<file path="src/verilog/accu_pkg.sv">
// Constants and types of the accumulator clear and compare unit
// Behaviour
// - Clear zeroes all 56 bits of accumulator chosen by opcode bit 3.
// - Clear sets U and Z, clears E N V, L only from move limiting.
// - Each operation runs alongside an independent parallel data move.
// - Optional extension word follows; upper opcode bits hold the move field.
// - Two cycles plus move cycles; one word plus the extension word.
// - Compare subtracts source one from source two, keeps only flags.
// - Word source gets 24 low zeros and sign extension to 56 bits.
// - Borrow uses source two accumulator exactly as stored, uncorrected.
// - Magnitude compare subtracts absolute values, updates flags only.
// - N is difference bit 55; Z set when difference is zero.
// - C is carry or borrow out of bit 55; V on overflow.
// - L set by move limiting or overflow, otherwise left unchanged.
// - E and U follow the difference under the active scaling mode.
package accu_pkg;
  // ===========================================================
  // Register map, byte addresses
  localparam logic [7:0] OFS_INSTR = 8'h00;
  localparam logic [7:0] OFS_MOVE = 8'h04;
  localparam logic [7:0] OFS_FLAGS = 8'h08;
  localparam logic [7:0] OFS_STATUS = 8'h0c;
  localparam logic [7:0] OFS_SCALE = 8'h10;
  localparam logic [7:0] OFS_IRQ_STAT = 8'h14;
  localparam logic [7:0] OFS_IRQ_CLR = 8'h18;
  localparam logic [7:0] OFS_IRQ_EN = 8'h1c;
  localparam logic [7:0] OFS_DATA = 8'h20;
  // Data words: first acc low/mid/ext, second acc low/mid/ext, x low, x high, y low, y high
  localparam int NUM_DATA = 10;
  localparam logic [3:0] IDX_A_EXT = 4'h2;
  localparam logic [3:0] IDX_B_EXT = 4'h5;
  // ===========================================================
  // Flag positions inside condition_flags
  localparam int FLAG_C = 0;
  localparam int FLAG_V = 1;
  localparam int FLAG_Z = 2;
  localparam int FLAG_N = 3;
  localparam int FLAG_U = 4;
  localparam int FLAG_E = 5;
  localparam int FLAG_L = 6;
  localparam logic [6:0] FLAGS_RESET = 7'h00;
  // ===========================================================
  // Move register fields
  localparam int MOVE_LIMIT_BIT = 0;
  localparam int MOVE_CYC_LSB = 1;
  localparam int MOVE_EXT_BIT = 5;
  // Cost of one instruction
  localparam logic [4:0] BASE_CYCLES = 5'h02;
  localparam logic [1:0] BASE_WORDS = 2'h1;
  // ===========================================================
  // Interrupt sources
  localparam int IRQ_DONE = 0;
  localparam int IRQ_OVF = 1;
  localparam int IRQ_ILLEGAL = 2;
  localparam int NUM_IRQ = 3;
  // ===========================================================
  // Operation kinds and scaling modes
  typedef enum logic [1:0] {OP_NONE = 2'h0, OP_CLR = 2'h1, OP_CMP = 2'h2, OP_MAG = 2'h3} accu_op_t;
  typedef enum logic [1:0] {SC_NONE = 2'h0, SC_DOWN = 2'h1, SC_UP = 2'h2} accu_scale_t;
  // Gray coded along idle, exec, done
  typedef enum logic [1:0] {ST_IDLE = 2'b00, ST_EXEC = 2'b01, ST_DONE = 2'b11} accu_state_t;
endpackage : accu_pkg

</file>
<file path="src/verilog/accu_alu_if.sv">
// Operand and flag carrier between control and compare unit
`timescale 1ns/10ps
interface accu_alu_if;
  import accu_pkg::*;
  logic load;
  accu_op_t kind;
  logic [55:0] s1;
  logic [55:0] s2;
  accu_scale_t scale;
  logic [5:0] flags;
  modport ctrl (output load, kind, s1, s2, scale, input flags);
  modport unit (input load, kind, s1, s2, scale, output flags);
endinterface : accu_alu_if

</file>
<file path="src/verilog/accu_clear_compare.sv">
// Accumulator clear, compare and magnitude compare unit with APB registers
//
// Local design decisions: register access over APB and the address map.
`timescale 1ns/10ps
module accu_clear_compare
(
  input wire logic pclk,
  input wire logic presetn,
  input wire logic psel,
  input wire logic penable,
  input wire logic pwrite,
  input wire logic [7:0] paddr,
  input wire logic [31:0] pwdata,
  output logic [31:0] prdata,
  output logic pready,
  output logic pslverr,
  output logic irq,
  output logic [6:0] condition_flags,
  output logic flags_valid
);
  import accu_pkg::*;

  accu_alu_if alu ();
  accu_state_t state_reg;
  logic [23:0] data_reg [0:NUM_DATA-1];
  logic [23:0] instr_reg;
  logic [5:0] move_reg;
  logic [6:0] flags_reg;
  accu_scale_t scale_reg;
  logic [NUM_IRQ-1:0] irq_stat_reg;
  logic [NUM_IRQ-1:0] irq_en_reg;
  logic [4:0] cnt_reg;
  logic [4:0] total_reg;
  logic [1:0] words_reg;
  logic illegal_reg;
  accu_op_t op_reg;
  logic dsel_reg;
  logic load_reg;
  logic [55:0] s1_reg;
  logic [55:0] s2_reg;
  logic [31:0] prdata_reg;
  logic pready_reg;
  logic pslverr_reg;
  logic irq_reg;
  logic valid_reg;

  logic setup;
  logic wr_acc;
  logic rd_acc;
  logic start;
  logic mapped;
  logic data_hit;
  logic [3:0] data_idx;
  logic [7:0] data_ofs;
  logic [7:0] low_byte;
  accu_op_t op_dec;
  logic [55:0] acc_a;
  logic [55:0] acc_b;
  logic [55:0] word_ext;
  logic [55:0] s1_sel;
  logic [55:0] s2_sel;
  logic [4:0] total_next;
  logic [NUM_IRQ-1:0] irq_events;
  logic [31:0] rd_data;
  logic done;
  logic cmp_done;
  logic [6:0] flags_next;

  accu_cmp_unit u_cmp
  (
    .pclk(pclk),
    .presetn(presetn),
    .alu(alu.unit)
  );

  // ===========================================================
  // APB decode: one setup cycle, one access cycle, no wait states
  assign setup = psel & ~penable;
  assign wr_acc = psel & penable & pready_reg & pwrite;
  assign rd_acc = setup & ~pwrite;
  assign data_ofs = paddr - OFS_DATA;
  assign data_idx = data_ofs[5:2];
  // Upper offset bits are checked too, so high addresses do not alias the data words
  assign data_hit = (paddr >= OFS_DATA) && (data_ofs[7:6] == 2'h0) && (data_idx < 4'(NUM_DATA))
                    && (paddr[1:0] == 2'h0);
  assign mapped = data_hit || ((paddr <= OFS_IRQ_EN) && (paddr[1:0] == 2'h0));
  assign done = (state_reg == ST_DONE);
  assign cmp_done = done && (op_reg == OP_CMP || op_reg == OP_MAG);

  // ===========================================================
  // Opcode decode of the low byte; the move field above is not ours
  assign low_byte = pwdata[7:0];
  always_comb
  begin
    op_dec = OP_NONE;
    if (low_byte[7:4] == 4'h1 && low_byte[2:0] == 3'h3)
      op_dec = OP_CLR;
    else if (!low_byte[7] && low_byte[2:0] == 3'h5)
      op_dec = OP_CMP;
    else if (!low_byte[7] && low_byte[2:0] == 3'h7)
      op_dec = OP_MAG;
    // Pairs 001x and 01xx have no operands defined
    if (op_dec != OP_CLR && op_dec != OP_NONE && low_byte[6:3] != 4'h0 && low_byte[6:3] != 4'h1
        && !low_byte[6])
      op_dec = OP_NONE;
  end

  // ===========================================================
  // Operand selection from the source pair field
  assign acc_a = {data_reg[IDX_A_EXT][7:0], data_reg[1], data_reg[0]};
  assign acc_b = {data_reg[IDX_B_EXT][7:0], data_reg[4], data_reg[3]};
  always_comb
  begin
    case (low_byte[5:4])
      2'h0: word_ext = {{8{data_reg[6][23]}}, data_reg[6], 24'h000000};
      2'h1: word_ext = {{8{data_reg[8][23]}}, data_reg[8], 24'h000000};
      2'h2: word_ext = {{8{data_reg[7][23]}}, data_reg[7], 24'h000000};
      default: word_ext = {{8{data_reg[9][23]}}, data_reg[9], 24'h000000};
    endcase
    // Stale extension bits are used as they stand
    s2_sel = low_byte[3] ? acc_b : acc_a;
    if (low_byte[6])
      s1_sel = word_ext;
    else
      s1_sel = low_byte[3] ? acc_a : acc_b;
  end

  // Busy time is the base cost plus the move's extra cycles
  assign total_next = BASE_CYCLES + 5'(pwdata[MOVE_CYC_LSB+3:MOVE_CYC_LSB]);
  assign start = wr_acc && paddr == OFS_INSTR && state_reg == ST_IDLE && op_dec != OP_NONE;

  // ===========================================================
  // Sequencer: exec counts the cost down, done commits results
  always_ff @(posedge pclk or negedge presetn)
  begin
    if (!presetn)
    begin
      state_reg <= ST_IDLE;
      cnt_reg <= 5'h00;
    end
    else
    begin
      case (state_reg)
        ST_IDLE:
          if (start)
          begin
            state_reg <= ST_EXEC;
            cnt_reg <= total_reg - 5'h01;
          end
        ST_EXEC:
          if (cnt_reg <= 5'h01)
            state_reg <= ST_DONE;
          else
            cnt_reg <= cnt_reg - 5'h01;
        ST_DONE:
          state_reg <= ST_IDLE;
        default:
          state_reg <= ST_IDLE;
      endcase
    end
  end

  // Instruction latch and operand capture for the compare unit
  always_ff @(posedge pclk or negedge presetn)
  begin
    if (!presetn)
    begin
      instr_reg <= 24'h000000;
      op_reg <= OP_NONE;
      dsel_reg <= 1'b0;
      load_reg <= 1'b0;
      s1_reg <= 56'h0;
      s2_reg <= 56'h0;
      illegal_reg <= 1'b0;
      words_reg <= BASE_WORDS;
    end
    else
    begin
      load_reg <= start;
      if (wr_acc && paddr == OFS_INSTR && state_reg == ST_IDLE)
      begin
        instr_reg <= pwdata[23:0];
        illegal_reg <= (op_dec == OP_NONE);
      end
      if (start)
      begin
        op_reg <= op_dec;
        dsel_reg <= low_byte[3];
        s1_reg <= s1_sel;
        s2_reg <= s2_sel;
        words_reg <= BASE_WORDS + 2'(move_reg[MOVE_EXT_BIT]);
      end
    end
  end
  assign alu.load = load_reg;
  assign alu.kind = op_reg;
  assign alu.s1 = s1_reg;
  assign alu.s2 = s2_reg;
  assign alu.scale = scale_reg;

  // Move descriptor: limit seen by the parallel move and its cost
  always_ff @(posedge pclk or negedge presetn)
  begin
    if (!presetn)
    begin
      move_reg <= 6'h00;
      total_reg <= BASE_CYCLES;
      scale_reg <= SC_NONE;
    end
    else if (wr_acc && state_reg == ST_IDLE)
    begin
      if (paddr == OFS_MOVE)
      begin
        move_reg <= pwdata[5:0];
        total_reg <= total_next;
      end
      if (paddr == OFS_SCALE && pwdata[1:0] != 2'h3)
        scale_reg <= accu_scale_t'(pwdata[1:0]);
    end
  end

  // ===========================================================
  // Data words; the clear wins over software while busy
  genvar gi;
  generate
    for (gi = 0; gi < NUM_DATA; gi++)
    begin : g_data
      always_ff @(posedge pclk or negedge presetn)
      begin
        if (!presetn)
          data_reg[gi] <= 24'h000000;
        else if (done && op_reg == OP_CLR && (gi / 3) == int'(dsel_reg) && gi < 6)
          data_reg[gi] <= 24'h000000;
        else if (wr_acc && data_hit && data_idx == 4'(gi) && state_reg == ST_IDLE)
          data_reg[gi] <= (gi == 2 || gi == 5) ? {16'h0000, pwdata[7:0]} : pwdata[23:0];
      end
    end
  endgenerate

  // ===========================================================
  // Condition flags; hardware update beats a software write
  always_comb
  begin
    flags_next = flags_reg;
    if (done && op_reg == OP_CLR)
    begin
      flags_next[5:1] = 5'b01010;
      flags_next[FLAG_L] = flags_reg[FLAG_L] | move_reg[MOVE_LIMIT_BIT];
    end
    else if (cmp_done)
    begin
      flags_next[5:0] = alu.flags;
      flags_next[FLAG_L] = flags_reg[FLAG_L] | move_reg[MOVE_LIMIT_BIT] | alu.flags[FLAG_V];
    end
  end
  always_ff @(posedge pclk or negedge presetn)
  begin
    if (!presetn)
      flags_reg <= FLAGS_RESET;
    else if (done)
      flags_reg <= flags_next;
    else if (wr_acc && paddr == OFS_FLAGS)
      flags_reg <= pwdata[6:0];
  end

  // ===========================================================
  // Interrupts: sticky status, set wins over a clear
  assign irq_events[IRQ_DONE] = done;
  assign irq_events[IRQ_OVF] = cmp_done & alu.flags[FLAG_V];
  assign irq_events[IRQ_ILLEGAL] = wr_acc && paddr == OFS_INSTR && state_reg == ST_IDLE && op_dec == OP_NONE;
  always_ff @(posedge pclk or negedge presetn)
  begin
    if (!presetn)
    begin
      irq_stat_reg <= '0;
      irq_en_reg <= '0;
      irq_reg <= 1'b0;
    end
    else
    begin
      if (wr_acc && paddr == OFS_IRQ_CLR)
        irq_stat_reg <= (irq_stat_reg & ~pwdata[NUM_IRQ-1:0]) | irq_events;
      else
        irq_stat_reg <= irq_stat_reg | irq_events;
      if (wr_acc && paddr == OFS_IRQ_EN)
        irq_en_reg <= pwdata[NUM_IRQ-1:0];
      irq_reg <= |(irq_stat_reg & irq_en_reg);
    end
  end

  // ===========================================================
  // Read mux; clear register reads as zero
  always_comb
  begin
    rd_data = 32'h00000000;
    if (data_hit)
      rd_data = {8'h00, data_reg[data_idx]};
    else
      case (paddr)
        OFS_INSTR: rd_data = {8'h00, instr_reg};
        OFS_MOVE: rd_data = {26'h0, move_reg};
        OFS_FLAGS: rd_data = {25'h0, flags_reg};
        OFS_STATUS: rd_data = {20'h0, words_reg, 3'h0, total_reg, illegal_reg, state_reg != ST_IDLE};
        OFS_SCALE: rd_data = {30'h0, scale_reg};
        OFS_IRQ_STAT: rd_data = {29'h0, irq_stat_reg};
        OFS_IRQ_EN: rd_data = {29'h0, irq_en_reg};
        default: rd_data = 32'h00000000;
      endcase
  end

  // Answer is registered in the setup cycle, ready in the access cycle
  always_ff @(posedge pclk or negedge presetn)
  begin
    if (!presetn)
    begin
      prdata_reg <= 32'h00000000;
      pready_reg <= 1'b0;
      pslverr_reg <= 1'b0;
      valid_reg <= 1'b0;
    end
    else
    begin
      pready_reg <= setup;
      pslverr_reg <= setup & ~mapped;
      if (rd_acc)
        prdata_reg <= rd_data;
      valid_reg <= done;
    end
  end
  assign prdata = prdata_reg;
  assign pready = pready_reg;
  assign pslverr = pslverr_reg;
  assign irq = irq_reg;
  assign condition_flags = flags_reg;
  assign flags_valid = valid_reg;

  // ===========================================================
  // Checks
  logic [4:0] busy_len;
  always_ff @(posedge pclk or negedge presetn)
  begin
    if (!presetn)
      busy_len <= 5'h00;
    else if (state_reg == ST_IDLE)
      busy_len <= 5'h00;
    else
      busy_len <= busy_len + 5'h01;
  end
endmodule : accu_clear_compare

</file>
<file path="src/verilog/accu_cmp_unit.sv">
// Subtractor and flag generator for both compare forms
`timescale 1ns/10ps
module accu_cmp_unit
(
  input wire logic pclk,
  input wire logic presetn,
  accu_alu_if.unit alu
);
  import accu_pkg::*;
  logic [55:0] a_op;
  logic [55:0] b_op;
  logic [56:0] diff;
  logic ovf;
  logic ext_use;
  logic unnorm;
  logic [5:0] flags_reg;

  // ===========================================================
  // Operand shaping: magnitudes for the magnitude form
  always_comb
  begin
    a_op = alu.s2;
    b_op = alu.s1;
    if (alu.kind == OP_MAG)
    begin
      a_op = alu.s2[55] ? 56'(-alu.s2) : alu.s2;
      b_op = alu.s1[55] ? 56'(-alu.s1) : alu.s1;
    end
  end

  // Extra top bit catches the borrow out of bit 55
  assign diff = {1'b0, a_op} - {1'b0, b_op};
  assign ovf = (a_op[55] ^ b_op[55]) & (diff[55] ^ a_op[55]);

  // ===========================================================
  // Scaling moves the binary point the E and U tests look at
  always_comb
  begin
    case (alu.scale)
      SC_DOWN:
      begin
        ext_use = ~((&diff[55:48]) | ~(|diff[55:48]));
        unnorm = ~(diff[48] ^ diff[47]);
      end
      SC_UP:
      begin
        ext_use = ~((&diff[55:46]) | ~(|diff[55:46]));
        unnorm = ~(diff[46] ^ diff[45]);
      end
      default:
      begin
        ext_use = ~((&diff[55:47]) | ~(|diff[55:47]));
        unnorm = ~(diff[47] ^ diff[46]);
      end
    endcase
  end

  // Result is caught once per instruction and held
  always_ff @(posedge pclk or negedge presetn)
  begin
    if (!presetn)
      flags_reg <= 6'h00;
    else if (alu.load)
    begin
      flags_reg[FLAG_C] <= diff[56];
      flags_reg[FLAG_V] <= ovf;
      flags_reg[FLAG_Z] <= ~(|diff[55:0]);
      flags_reg[FLAG_N] <= diff[55];
      flags_reg[FLAG_U] <= unnorm;
      flags_reg[FLAG_E] <= ext_use;
    end
  end
  assign alu.flags = flags_reg;
endmodule : accu_cmp_unit

</file>
<file path="config.mk">
export PLATFORM = sky130hd
export DESIGN_NAME = accu_clear_compare
export DESIGN_NICKNAME = d
export VERILOG_FILES = /design/src/verilog/accu_pkg.sv /design/src/verilog/accu_alu_if.sv /design/src/verilog/accu_clear_compare.sv /design/src/verilog/accu_cmp_unit.sv
export SDC_FILE = /design/constraint.sdc
export NUM_CORES = 1
export LEC_CHECK = 0
export BUFFER_PORTS_ARGS = -buffer_cell sky130_fd_sc_hd__buf_4
export CAP_MARGIN = 20
export CORE_MARGIN = 4
export CORE_UTILIZATION = 27
export DETAILED_ROUTE_END_ITERATION = 8
export PLACE_DENSITY = 0.48
export SYNTH_ARGS = -nofsm -noshare
export SYNTH_HDL_FRONTEND = slang
export SYNTH_HIERARCHICAL = 1
export SYNTH_SLANG_ARGS = --single-unit
</file>
<file path="constraint.sdc">
create_clock -name pclk -period 7.3 [get_ports pclk]
set_clock_uncertainty 0.15 [all_clocks]
set_input_delay 0.365 -clock pclk [delete_from_list [all_inputs] [get_ports pclk]]
set_output_delay 0.365 -clock pclk [all_outputs]
set_load 0.01 [all_outputs]
</file>
Yosys cells after proc, flatten, opt, wreduce, memory -nomap -nowiden
Cells that the tools add are included.
{"block": "totals", "input_bits": 45, "reg_bits": 458, "output_inout_bits": 43}
{"block": "classes", "n_reduce_logical": 82, "n_addsub": 8, "bitwise_logic": 38, "n_mux": 43, "eq_ne": 38, "n_lt_le_gt_ge": 5}
{"cell": "56-bit two-way mux", "count": 7}
{"cell": "24-bit two-way mux", "count": 15}
{"cell": "24-bit case mux with 7 select lines", "count": 1}
{"cell": "56-bit case mux with 3 select lines", "count": 1}
{"cell": "56-bit negator", "count": 2}
{"cell": "24-bit binary-select mux with 4-bit select", "count": 1}
{"cell": "56-bit by 56-bit subtractor with 57-bit output", "count": 1}
{"cell": "56-bit OR reduction", "count": 1}
{"cell": "1-bit logical AND", "count": 45}
{"cell": "8-bit by 5-bit equality test with 1-bit output, second input constant", "count": 4}
{"cell": "2-bit nonzero test", "count": 11}
{"cell": "7-bit two-way mux", "count": 3}
{"cell": "4-bit by 3-bit equality test with 1-bit output, second input constant", "count": 4}
{"cell": "8-bit by 4-bit equality test with 1-bit output, second input constant", "count": 2}
{"cell": "1-bit inverter", "count": 14}
{"cell": "2-bit two-way mux", "count": 6}
{"cell": "2-bit equality test, second input constant", "count": 5}
{"cell": "2-bit zero test", "count": 5}
{"cell": "5-bit two-way mux", "count": 2}
{"cell": "2-bit != test, second input constant", "count": 5}
{"cell": "5-bit case mux with 2 select lines", "count": 1}
{"cell": "10-bit AND reduction", "count": 1}
{"cell": "10-bit OR reduction", "count": 1}
{"cell": "5-bit by 1-bit subtractor with 5-bit output, second input constant", "count": 2}
{"cell": "other kinds (42)", "count": 74}

Longest topological paths before layout
Gate-level depths: netlist of run 1.
{"block": "depth", "depth_word": 15, "depth_mapped": 25, "mapped_depth_nobuf": 24}

Modules after synthesis
The synthesis of run 1 kept the hierarchy.
{"module": "accu_clear_compare", "cells_each": 1930, "seq_area_each_um2": 10287.4, "instances": 1, "area_per_inst_um2": 20534.7}
{"module": "accu_cmp_unit", "cells_each": 976, "seq_area_each_um2": 150.1, "instances": 1, "area_per_inst_um2": 6696.4}

Worst setup path before layout of run 1
No wires, ideal clock.
{"block": "synth_path", "path_kind": "reg2reg", "start": "register s2_reg[7] (netlist: alu.s2[7])", "end": "register u_cmp.flags_reg[5] (netlist: u_cmp/alu.flags[5])", "required_ns": 7.024, "stages_incl_launch_ff": 22, "setup_slack_ns": 1.970, "arrival_time_ns": 5.054, "path_cell_list": "dfrtp_1 or4_4 or4_4 nor2_4 nand2_1 nor3_2 nand3_1 nor2b_2 a21oi_1 xor2_1 ha_1 a21oi_1 o21bai_1 a21oi_2 o21ai_0 or2_0 a2111oi_1 o21a_1 o21ai_1 nor4_1 nand2_1 a221o_1"}
{"block": "synth_between", "elab_chain_len": 9}
{"element": "from (decl)", "line": "accu_clear_compare.sv:40", "rtl": "logic [55:0] s2_reg;"}
{"element": "from (signal assigned)", "line": "accu_clear_compare.sv:190", "rtl": "s2_reg <= s2_sel;"}
{"element": "56-bit negator", "line": "accu_cmp_unit.sv:26", "rtl": "a_op = alu.s2[55] ? 56'(-alu.s2) : alu.s2;"}
{"element": "56-bit two-way mux", "line": "accu_cmp_unit.sv:26"}
{"element": "56-bit two-way mux (*)", "line": "accu_cmp_unit.sv:24", "rtl": "if (alu.kind == OP_MAG)"}
{"element": "56-bit by 56-bit subtractor with 57-bit output (*)", "line": "accu_cmp_unit.sv:32", "rtl": "assign diff = {1'b0, a_op} - {1'b0, b_op};"}
{"element": "10-bit OR reduction, or another cell as far along", "line": "accu_cmp_unit.sv:47", "rtl": "ext_use = ~((&diff[55:46]) | ~(|diff[55:46]));"}
{"element": "1-bit inverter (on tied branches)", "line": "accu_cmp_unit.sv:47, accu_cmp_unit.sv:42, accu_cmp_unit.sv:52"}
{"element": "1-bit OR (on tied branches)", "line": "accu_cmp_unit.sv:47, accu_cmp_unit.sv:42, accu_cmp_unit.sv:52"}
{"element": "1-bit inverter (on tied branches)", "line": "accu_cmp_unit.sv:47, accu_cmp_unit.sv:42, accu_cmp_unit.sv:52"}
{"element": "1-bit case mux with 2 select lines (*)", "line": "accu_cmp_unit.sv:39", "rtl": "case (alu.scale)"}
{"element": "to (signal, indexed assignment)", "line": "accu_cmp_unit.sv:65", "rtl": "flags_reg[FLAG_C] <= diff[56];"}
{"element": "to (signal, indexed assignment)", "line": "accu_cmp_unit.sv:66", "rtl": "flags_reg[FLAG_V] <= ovf;"}
{"element": "to (signal, indexed assignment)", "line": "accu_cmp_unit.sv:67", "rtl": "flags_reg[FLAG_Z] <= ~(|diff[55:0]);"}
{"element": "to (decl)", "line": "accu_cmp_unit.sv:16", "rtl": "logic [5:0] flags_reg;"}
Mark *: on every way between the ends. The rest lies on a longest branch, timed or not.
A chain may end at the register's enable or synchronous reset.

Worst setup path in the final report of run 1
{"block": "layout_path", "start": "register s2_reg[3] (netlist: alu.s2[3])", "end": "register u_cmp.flags_reg[5] (netlist: u_cmp/alu.flags[5])"}
Same word-level chain as after synthesis.

==> results.toml, run 1 <==
[outcome]
status = "completed"

[placed_design]
portBuffers = 71
place_ws_ps = 834
place_area_mm2 = 0.0286
dp_hpwl_mm = 64.4
placed_cells = 4099
gp_congestion = 0.869

[synthesis]
synth_top_area_cell = "dfrtp_1"
ys.flop_type = "dfrtp_1"
netlist.area_leader.share = 0.381
synth.ff_latch_count = 417
synth_area_mm2 = 0.0272
ys_seq_area_frac = 0.383
ys_types = 119
syn_avg_cell_area_um2 = 9.37
synthCells = 2906
ys_warn_count = 6
synthArstFlopShare = 1.00
ys_top_cells_by_area = "dfrtp_1, mux2i_1, mux2_2"
synth_edf_count = 0

[clock_tree]
cts_root_buf = "clkbuf_16"
cts_setup_buffers = 0
numCtsBuffers = 46
cts_tree = "done"
cts.sinks = 417
worstSkewPairLatency_ps = 600
cts_max_level = 2
cts_buffer_depth = 3
path_clk_slew_ps = 60
cts_resized = 0

[final_layout]
largest_reg_flops = 96
fillerInstances = 10521
final_nets = 2987
fin_cells = 4209
final_area_mm2 = 0.0304
antenna_cells = 0
syn_to_final_growth_pct = 11.7
drive_gt1_frac = 0.153

[route]
drc = 0
wl_per_cell_um = 21.6
ant_nets = 0
wl_mm = 91.1
dr_total_vias = 21833
avgViaCountPerCell = 5.19
drtIter0Drc = 1590
drtPass1Iterations = 5

[grt]
grt_pass1_vias = 21479
grtUsageTotal = 0.168
gr-total-overflow = 0
antenna_found_initial = 1
grt_pass1_wl_mm = 139
grt_max_degree = 198

[critical_path]
rr_endpoint = "u_cmp/alu.flags[5]"
r2r-start = "alu.s2[3]"
critPathSlowestCell = "nor4_1"
crit_arrival_ps = 6870
rr_worst_depth = 22
path_buf_inv = 0
cpPeakStageDelay_ps = 620
critical-path-top-delay-family = "simple AND/OR/NAND/NOR gates"
cp_common_cell = "nand2_1"
reg2reg_slack_ps = 740
required_ps = 7610
start_kind = "flip-flop"
cp_max_fo = 6
endpoint_kind = "flip-flop"
path_class = "flip-flop to flip-flop"
path_cells = "nor4_1 > nand2_1 > or4_4 > nor2_4 > nand2_1 > nor3_2 > nand3_1 > nor2b_2 > a21oi_1 > xor2_1 > ha_1 > a21oi_1 > o21bai_1 > a21oi_2 > o21ai_0 > or2_0 > a2111oi_1 > o21a_1 > o21ai_1 > nor4_1 > nand2_1 > a221o_1"

[timing]
rsz0062_at_grt = "no"
slew_violations = 0
hold_viol = 0
finalSetupViolations = 0
fin_ws_ps = 744
fin_crit_sh = 0.898
slew_headroom = 0.283
fmax_mhz = 153
tightestPinTransition_ps = 1080
tns_ps = 0
fin_crit_ps = 6560

[die]
fp.dieW_um = 326
initial_utilization = 0.272
core_mm2 = 0.100
pin_count = 88
die-area_mm2 = 0.106
die_h_um = 326
rows = 116

[min_path]
min_delay_path_depth = 3
min_to = "total_reg[4]"
hp-start = "pwdata[4]"
min_path_type = "primary input to flip-flop"

[pwr]
max-vdd-ir-drop_mv = 0.150
powerDensity_mw_per_mm2 = 168
leakage_uw = 0.0139

[run]
maxCapViolCount = 0
## cell usage after synthesis (all sizes together) (15+ instances only)
cell type,number
a211oi,18
a21o,20
a21oi,202
a221o,20
a22oi,21
a2bb2oi,18
a31oi,19
and2,17
buf,104
clkbuf,113
dfrtp,415
ha,68
inv,56
mux2,154
mux2i,177
mux4,29
nand2,434
nand2b,16
nand3,40
nand4,26
nor2,169
nor2b,25
nor3,57
nor4,36
o211ai,15
o21a,31
o21ai,218
o22ai,25
o31ai,53
xnor2,98
xor2,56
## routing by layer
metal  wire length, um  global-route usage
met5                 0                   0
met4              2210              0.0441
met1             43200               0.240
met3              4240              0.0219
met2             41400               0.268
## power breakdown
part	leakage, uW	internal [uW]	total (uW)	switching, uW
clock network	0.000781	1410	2420	1020
registers	0.00549	2320	2330	9.72
logic	0.00764	119	361	242
total	0.0139	3850	5120	1270
## metrics by stage
step / power [uW] / util / hold WS (ps)
after detailed placement: 2730 / 0.285 / 318
final: 5120 / 0.304 / 48.1
after floorplan: 2580 / - / -80.6
after global placement: 2730 / 0.285 / 312
after global routing: 5300 / 0.304 / 42.5
after CTS: 5190 / 0.303 / 9.09
## worst max path at each step
stage,start,endpoint,slack [ps],cells past startpoint
6_report,alu.s2[3],u_cmp/alu.flags[5],740,22
5_1_grt,alu.s2[3],u_cmp/alu.flags[5],180,22
4_1_cts,alu.s2[3],u_cmp/alu.flags[5],810,22
3_5_place_dp,alu.s2[3],u_cmp/alu.flags[5],830,22
3_3_place_gp,alu.s2[3],u_cmp/alu.flags[5],800,21
2_1_floorplan,alu.s2[7],u_cmp/alu.flags[5],1970,21
## timing repair
action | in CTS | in global routing
endpoints found under the hold margin | 271 | 0
hold buffers | 23 | 0
setup endpoints to repair | 0 | 0
## cell families (layout without fill, tap and decap cells)
| family | Yosys count | after routing | synth area share |
|---|---|---|---|
| and+or+nand+nor | 887 | 887 | 0.155 |
| AOI/OAI and AO/OA | 744 | 744 | 0.177 |
| other | 1 | 8 | 0.000138 |
| DFF | 417 | 417 | 0.383 |
| xor gates and xnor gates | 154 | 154 | 0.0501 |
| adders and majority gates | 69 | 69 | 0.0320 |
| muxes | 360 | 360 | 0.153 |
| buffers and inverters | 274 | 272 | 0.0499 |
## cell type report
| type | count | area [um2] | area share |
|---|---|---|---|
| Inverter | 57 | 215 | 0.00708 |
| Timing Repair Buffer | 129 | 1080 | 0.0356 |
| Sequential cell | 417 | 10400 | 0.343 |
| Tap cell | 1298 | 1620 | 0.0534 |
| Clock inverter | 18 | 150 | 0.00494 |
| Multi-Input combinational cell | 2222 | 15500 | 0.509 |
| Clock buffer | 68 | 1410 | 0.0463 |
## worst reg2reg max path, stage by stage, from the launching register on
cell and delay [ps]:
dfrtp_1 430, nor4_1 620, nand2_1 230, or4_4 500, nor2_4 230, nand2_1 170
nor3_2 340, nand3_1 250, nor2b_2 320, a21oi_1 130, xor2_1 160, ha_1 410
a21oi_1 240, o21bai_1 100, a21oi_2 210, o21ai_0 140, or2_0 210, a2111oi_1 520
o21a_1 230, o21ai_1 80, nor4_1 350, nand2_1 90, a221o_1 340
## layout by cell type, fill, tap and decap left out, types with 25 or more instances in the layout
master     instances
xor2_1            56
a21oi_1          193
mux2_2           152
o21a_1            31
mux2i_1          177
inv_1             54
nand3_1           38
nand4_1           25
clkbuf_16         49
o31ai_1           52
o22ai_1           25
dfrtp_1          415
ha_1              68
buf_4            101
nand2_1          433
mux4_2            29
nor3_1            49
xnor2_1           96
nor2_1           166
o21ai_0          195
Power figures use the tool's default switching activity.
==> run 2: changes to the inputs <==
--- a/config.mk
+++ b/config.mk
@@ -11,6 +11,7 @@
 export CORE_UTILIZATION = 27
 export DETAILED_ROUTE_END_ITERATION = 8
 export PLACE_DENSITY = 0.48
+export RECOVER_POWER = 25
 export SYNTH_ARGS = -nofsm -noshare
 export SYNTH_HDL_FRONTEND = slang
 export SYNTH_HIERARCHICAL = 1
==> results.toml, run 2 (synthesized netlist as in run 1, its figures left out) <==
[route]
wl_per_cell_um = 21.6
drtIter0Drc = 1641
wl_mm = 91.1
avgViaCountPerCell = 5.18
ant_nets = 0
drc = 0
dr_total_vias = 21813
drtPass1Iterations = 6

[timing]
tns_ps = 0
fin_crit_ps = 6550
slew_violations = 212
rsz0062_at_grt = "no"
fmax_mhz = 153
tightestPinTransition_ps = 5490
hold_viol = 0
finalSetupViolations = 0
slew_headroom = -2.66
fin_crit_sh = 0.898

[clock_tree]
worstSkewPairLatency_ps = 600
cts_root_buf = "clkbuf_16"
path_clk_slew_ps = 60
cts_tree = "done"
cts_buffer_depth = 3
cts_resized = 0
cts_max_level = 2
cts.sinks = 417
numCtsBuffers = 46

[critical_path]
required_ps = 7610
path_class = "flip-flop to flip-flop"
crit_arrival_ps = 6860
start_kind = "flip-flop"
cp_max_fo = 6
endpoint_kind = "flip-flop"

[die]
initial_utilization = 0.272
rows = 116
fp.dieW_um = 326
core_mm2 = 0.100
die-area_mm2 = 0.106
pin_count = 88
die_h_um = 326

[grt]
gr-usage-met3 = 0.0219
grtUsageTotal = 0.168
grt-busiest-layer = "met2"
grt_max_degree = 198
gr-total-overflow = 0
met2_usage = 0.268
grt_pass1_wl_mm = 139
grt_pass1_vias = 21479
antenna_found_initial = 1
use_met1 = 0.240

[run]
maxCapViolCount = 5

[pwr]
max-vdd-ir-drop_mv = 0.150
leakage_uw = 0.0137
powerDensity_mw_per_mm2 = 169

[placed_design]
dp_hpwl_mm = 64.4
placed_cells = 4099
gp_congestion = 0.869
portBuffers = 71

[final_layout]
postLayoutCoreUtil = 0.302
fin_cells = 4209
drive_gt1_frac = 0.137
antenna_cells = 0
layout_common_cells = "nand2_1, dfrtp_1, o21ai_0, a21oi_1, mux2i_1"
largest_reg_flops = 96
final_common_cell = "nand2_1"
syn_to_final_growth_pct = 11.0
final_nets = 2987

[min_path]
min_path_type = "primary input to flip-flop"

[outcome]
status = "finished with violations"
violations = "max-capacitance violations, max-slew violations"
[run 2: worst paths after layout]
check / startpoint / end / slack, ps / depth (start not counted)
max reg2reg: alu.s2[3] / u_cmp/alu.flags[5] / 750 / 22
max in group asynchronous: presetn / alu.s1[0] / 1320 / 3
min reg2reg: words_reg[1] / words_reg[1] / 330 / 2
max: alu.s2[3] / u_cmp/alu.flags[5] / 750 / 22
min in group asynchronous: presetn / instr_reg[0] / 2420 / 2
min: pwdata[4] / total_reg[4] / 50 / 3
[run 2: layout make-up]
cell class	instances	area (um2)
clock buffers	68	1410
inverters	57	215
fillers	10575	69900
clock inverters	18	150
repair buffers	129	931
flip-flops and latches	417	10400
multi-input cells	2222	15500
well taps	1298	1620
[run 2: metrics by stage]
stage | hold slack (ps) | setup WS, ps | power [uW] | cell area, um2
finish | 49.6 | 747 | 5120 | 30200
global route | 39.3 | 168 | 5300 | 30200
CTS | 9.09 | 813 | 5190 | 30400
detailed placement | 318 | 834 | 2730 | 28600
global placement | 312 | 799 | 2730 | 28600
floorplan | -80.6 | 1970 | 2580 | 27300
[run 2: critical path, stage by stage, from the launching register on]
cell and delay (ps):
dfrtp_1 430, nor4_1 620, nand2_1 220, or4_4 500
nor2_4 220, nand2_1 180, nor3_2 340, nand3_1 240
nor2b_2 320, a21oi_1 130, xor2_1 160, ha_1 410
a21oi_1 240, o21bai_1 100, a21oi_2 210, o21ai_0 130
or2_0 210, a2111oi_1 530, o21a_1 230, o21ai_1 80
nor4_1 350, nand2_1 90, a221o_1 340
[run 2: what timing repair did]
| action | 4_1_cts | 5_1_grt |
|---|---|---|
| hold buffers | 23 | 0 |
| endpoints found under the setup margin | 0 | 0 |
| hold endpoints to repair | 271 | 0 |
| setup buffers | 0 | 0 |
[run 2: power breakdown]
part / internal (uW) / leakage, uW / switching (uW)
registers: 2320 / 0.00549 / 9.57
logic: 119 / 0.00746 / 242
clock network: 1410 / 0.000781 / 1010
[run 2: routing by layer]
metal | routed length, um | vias to the layer above
met5 | 0 | -
met4 | 2260 | 0
met3 | 4440 | 103
met2 | 41300 | 545
met1 | 43100 | 10775
li1 | - | 10390
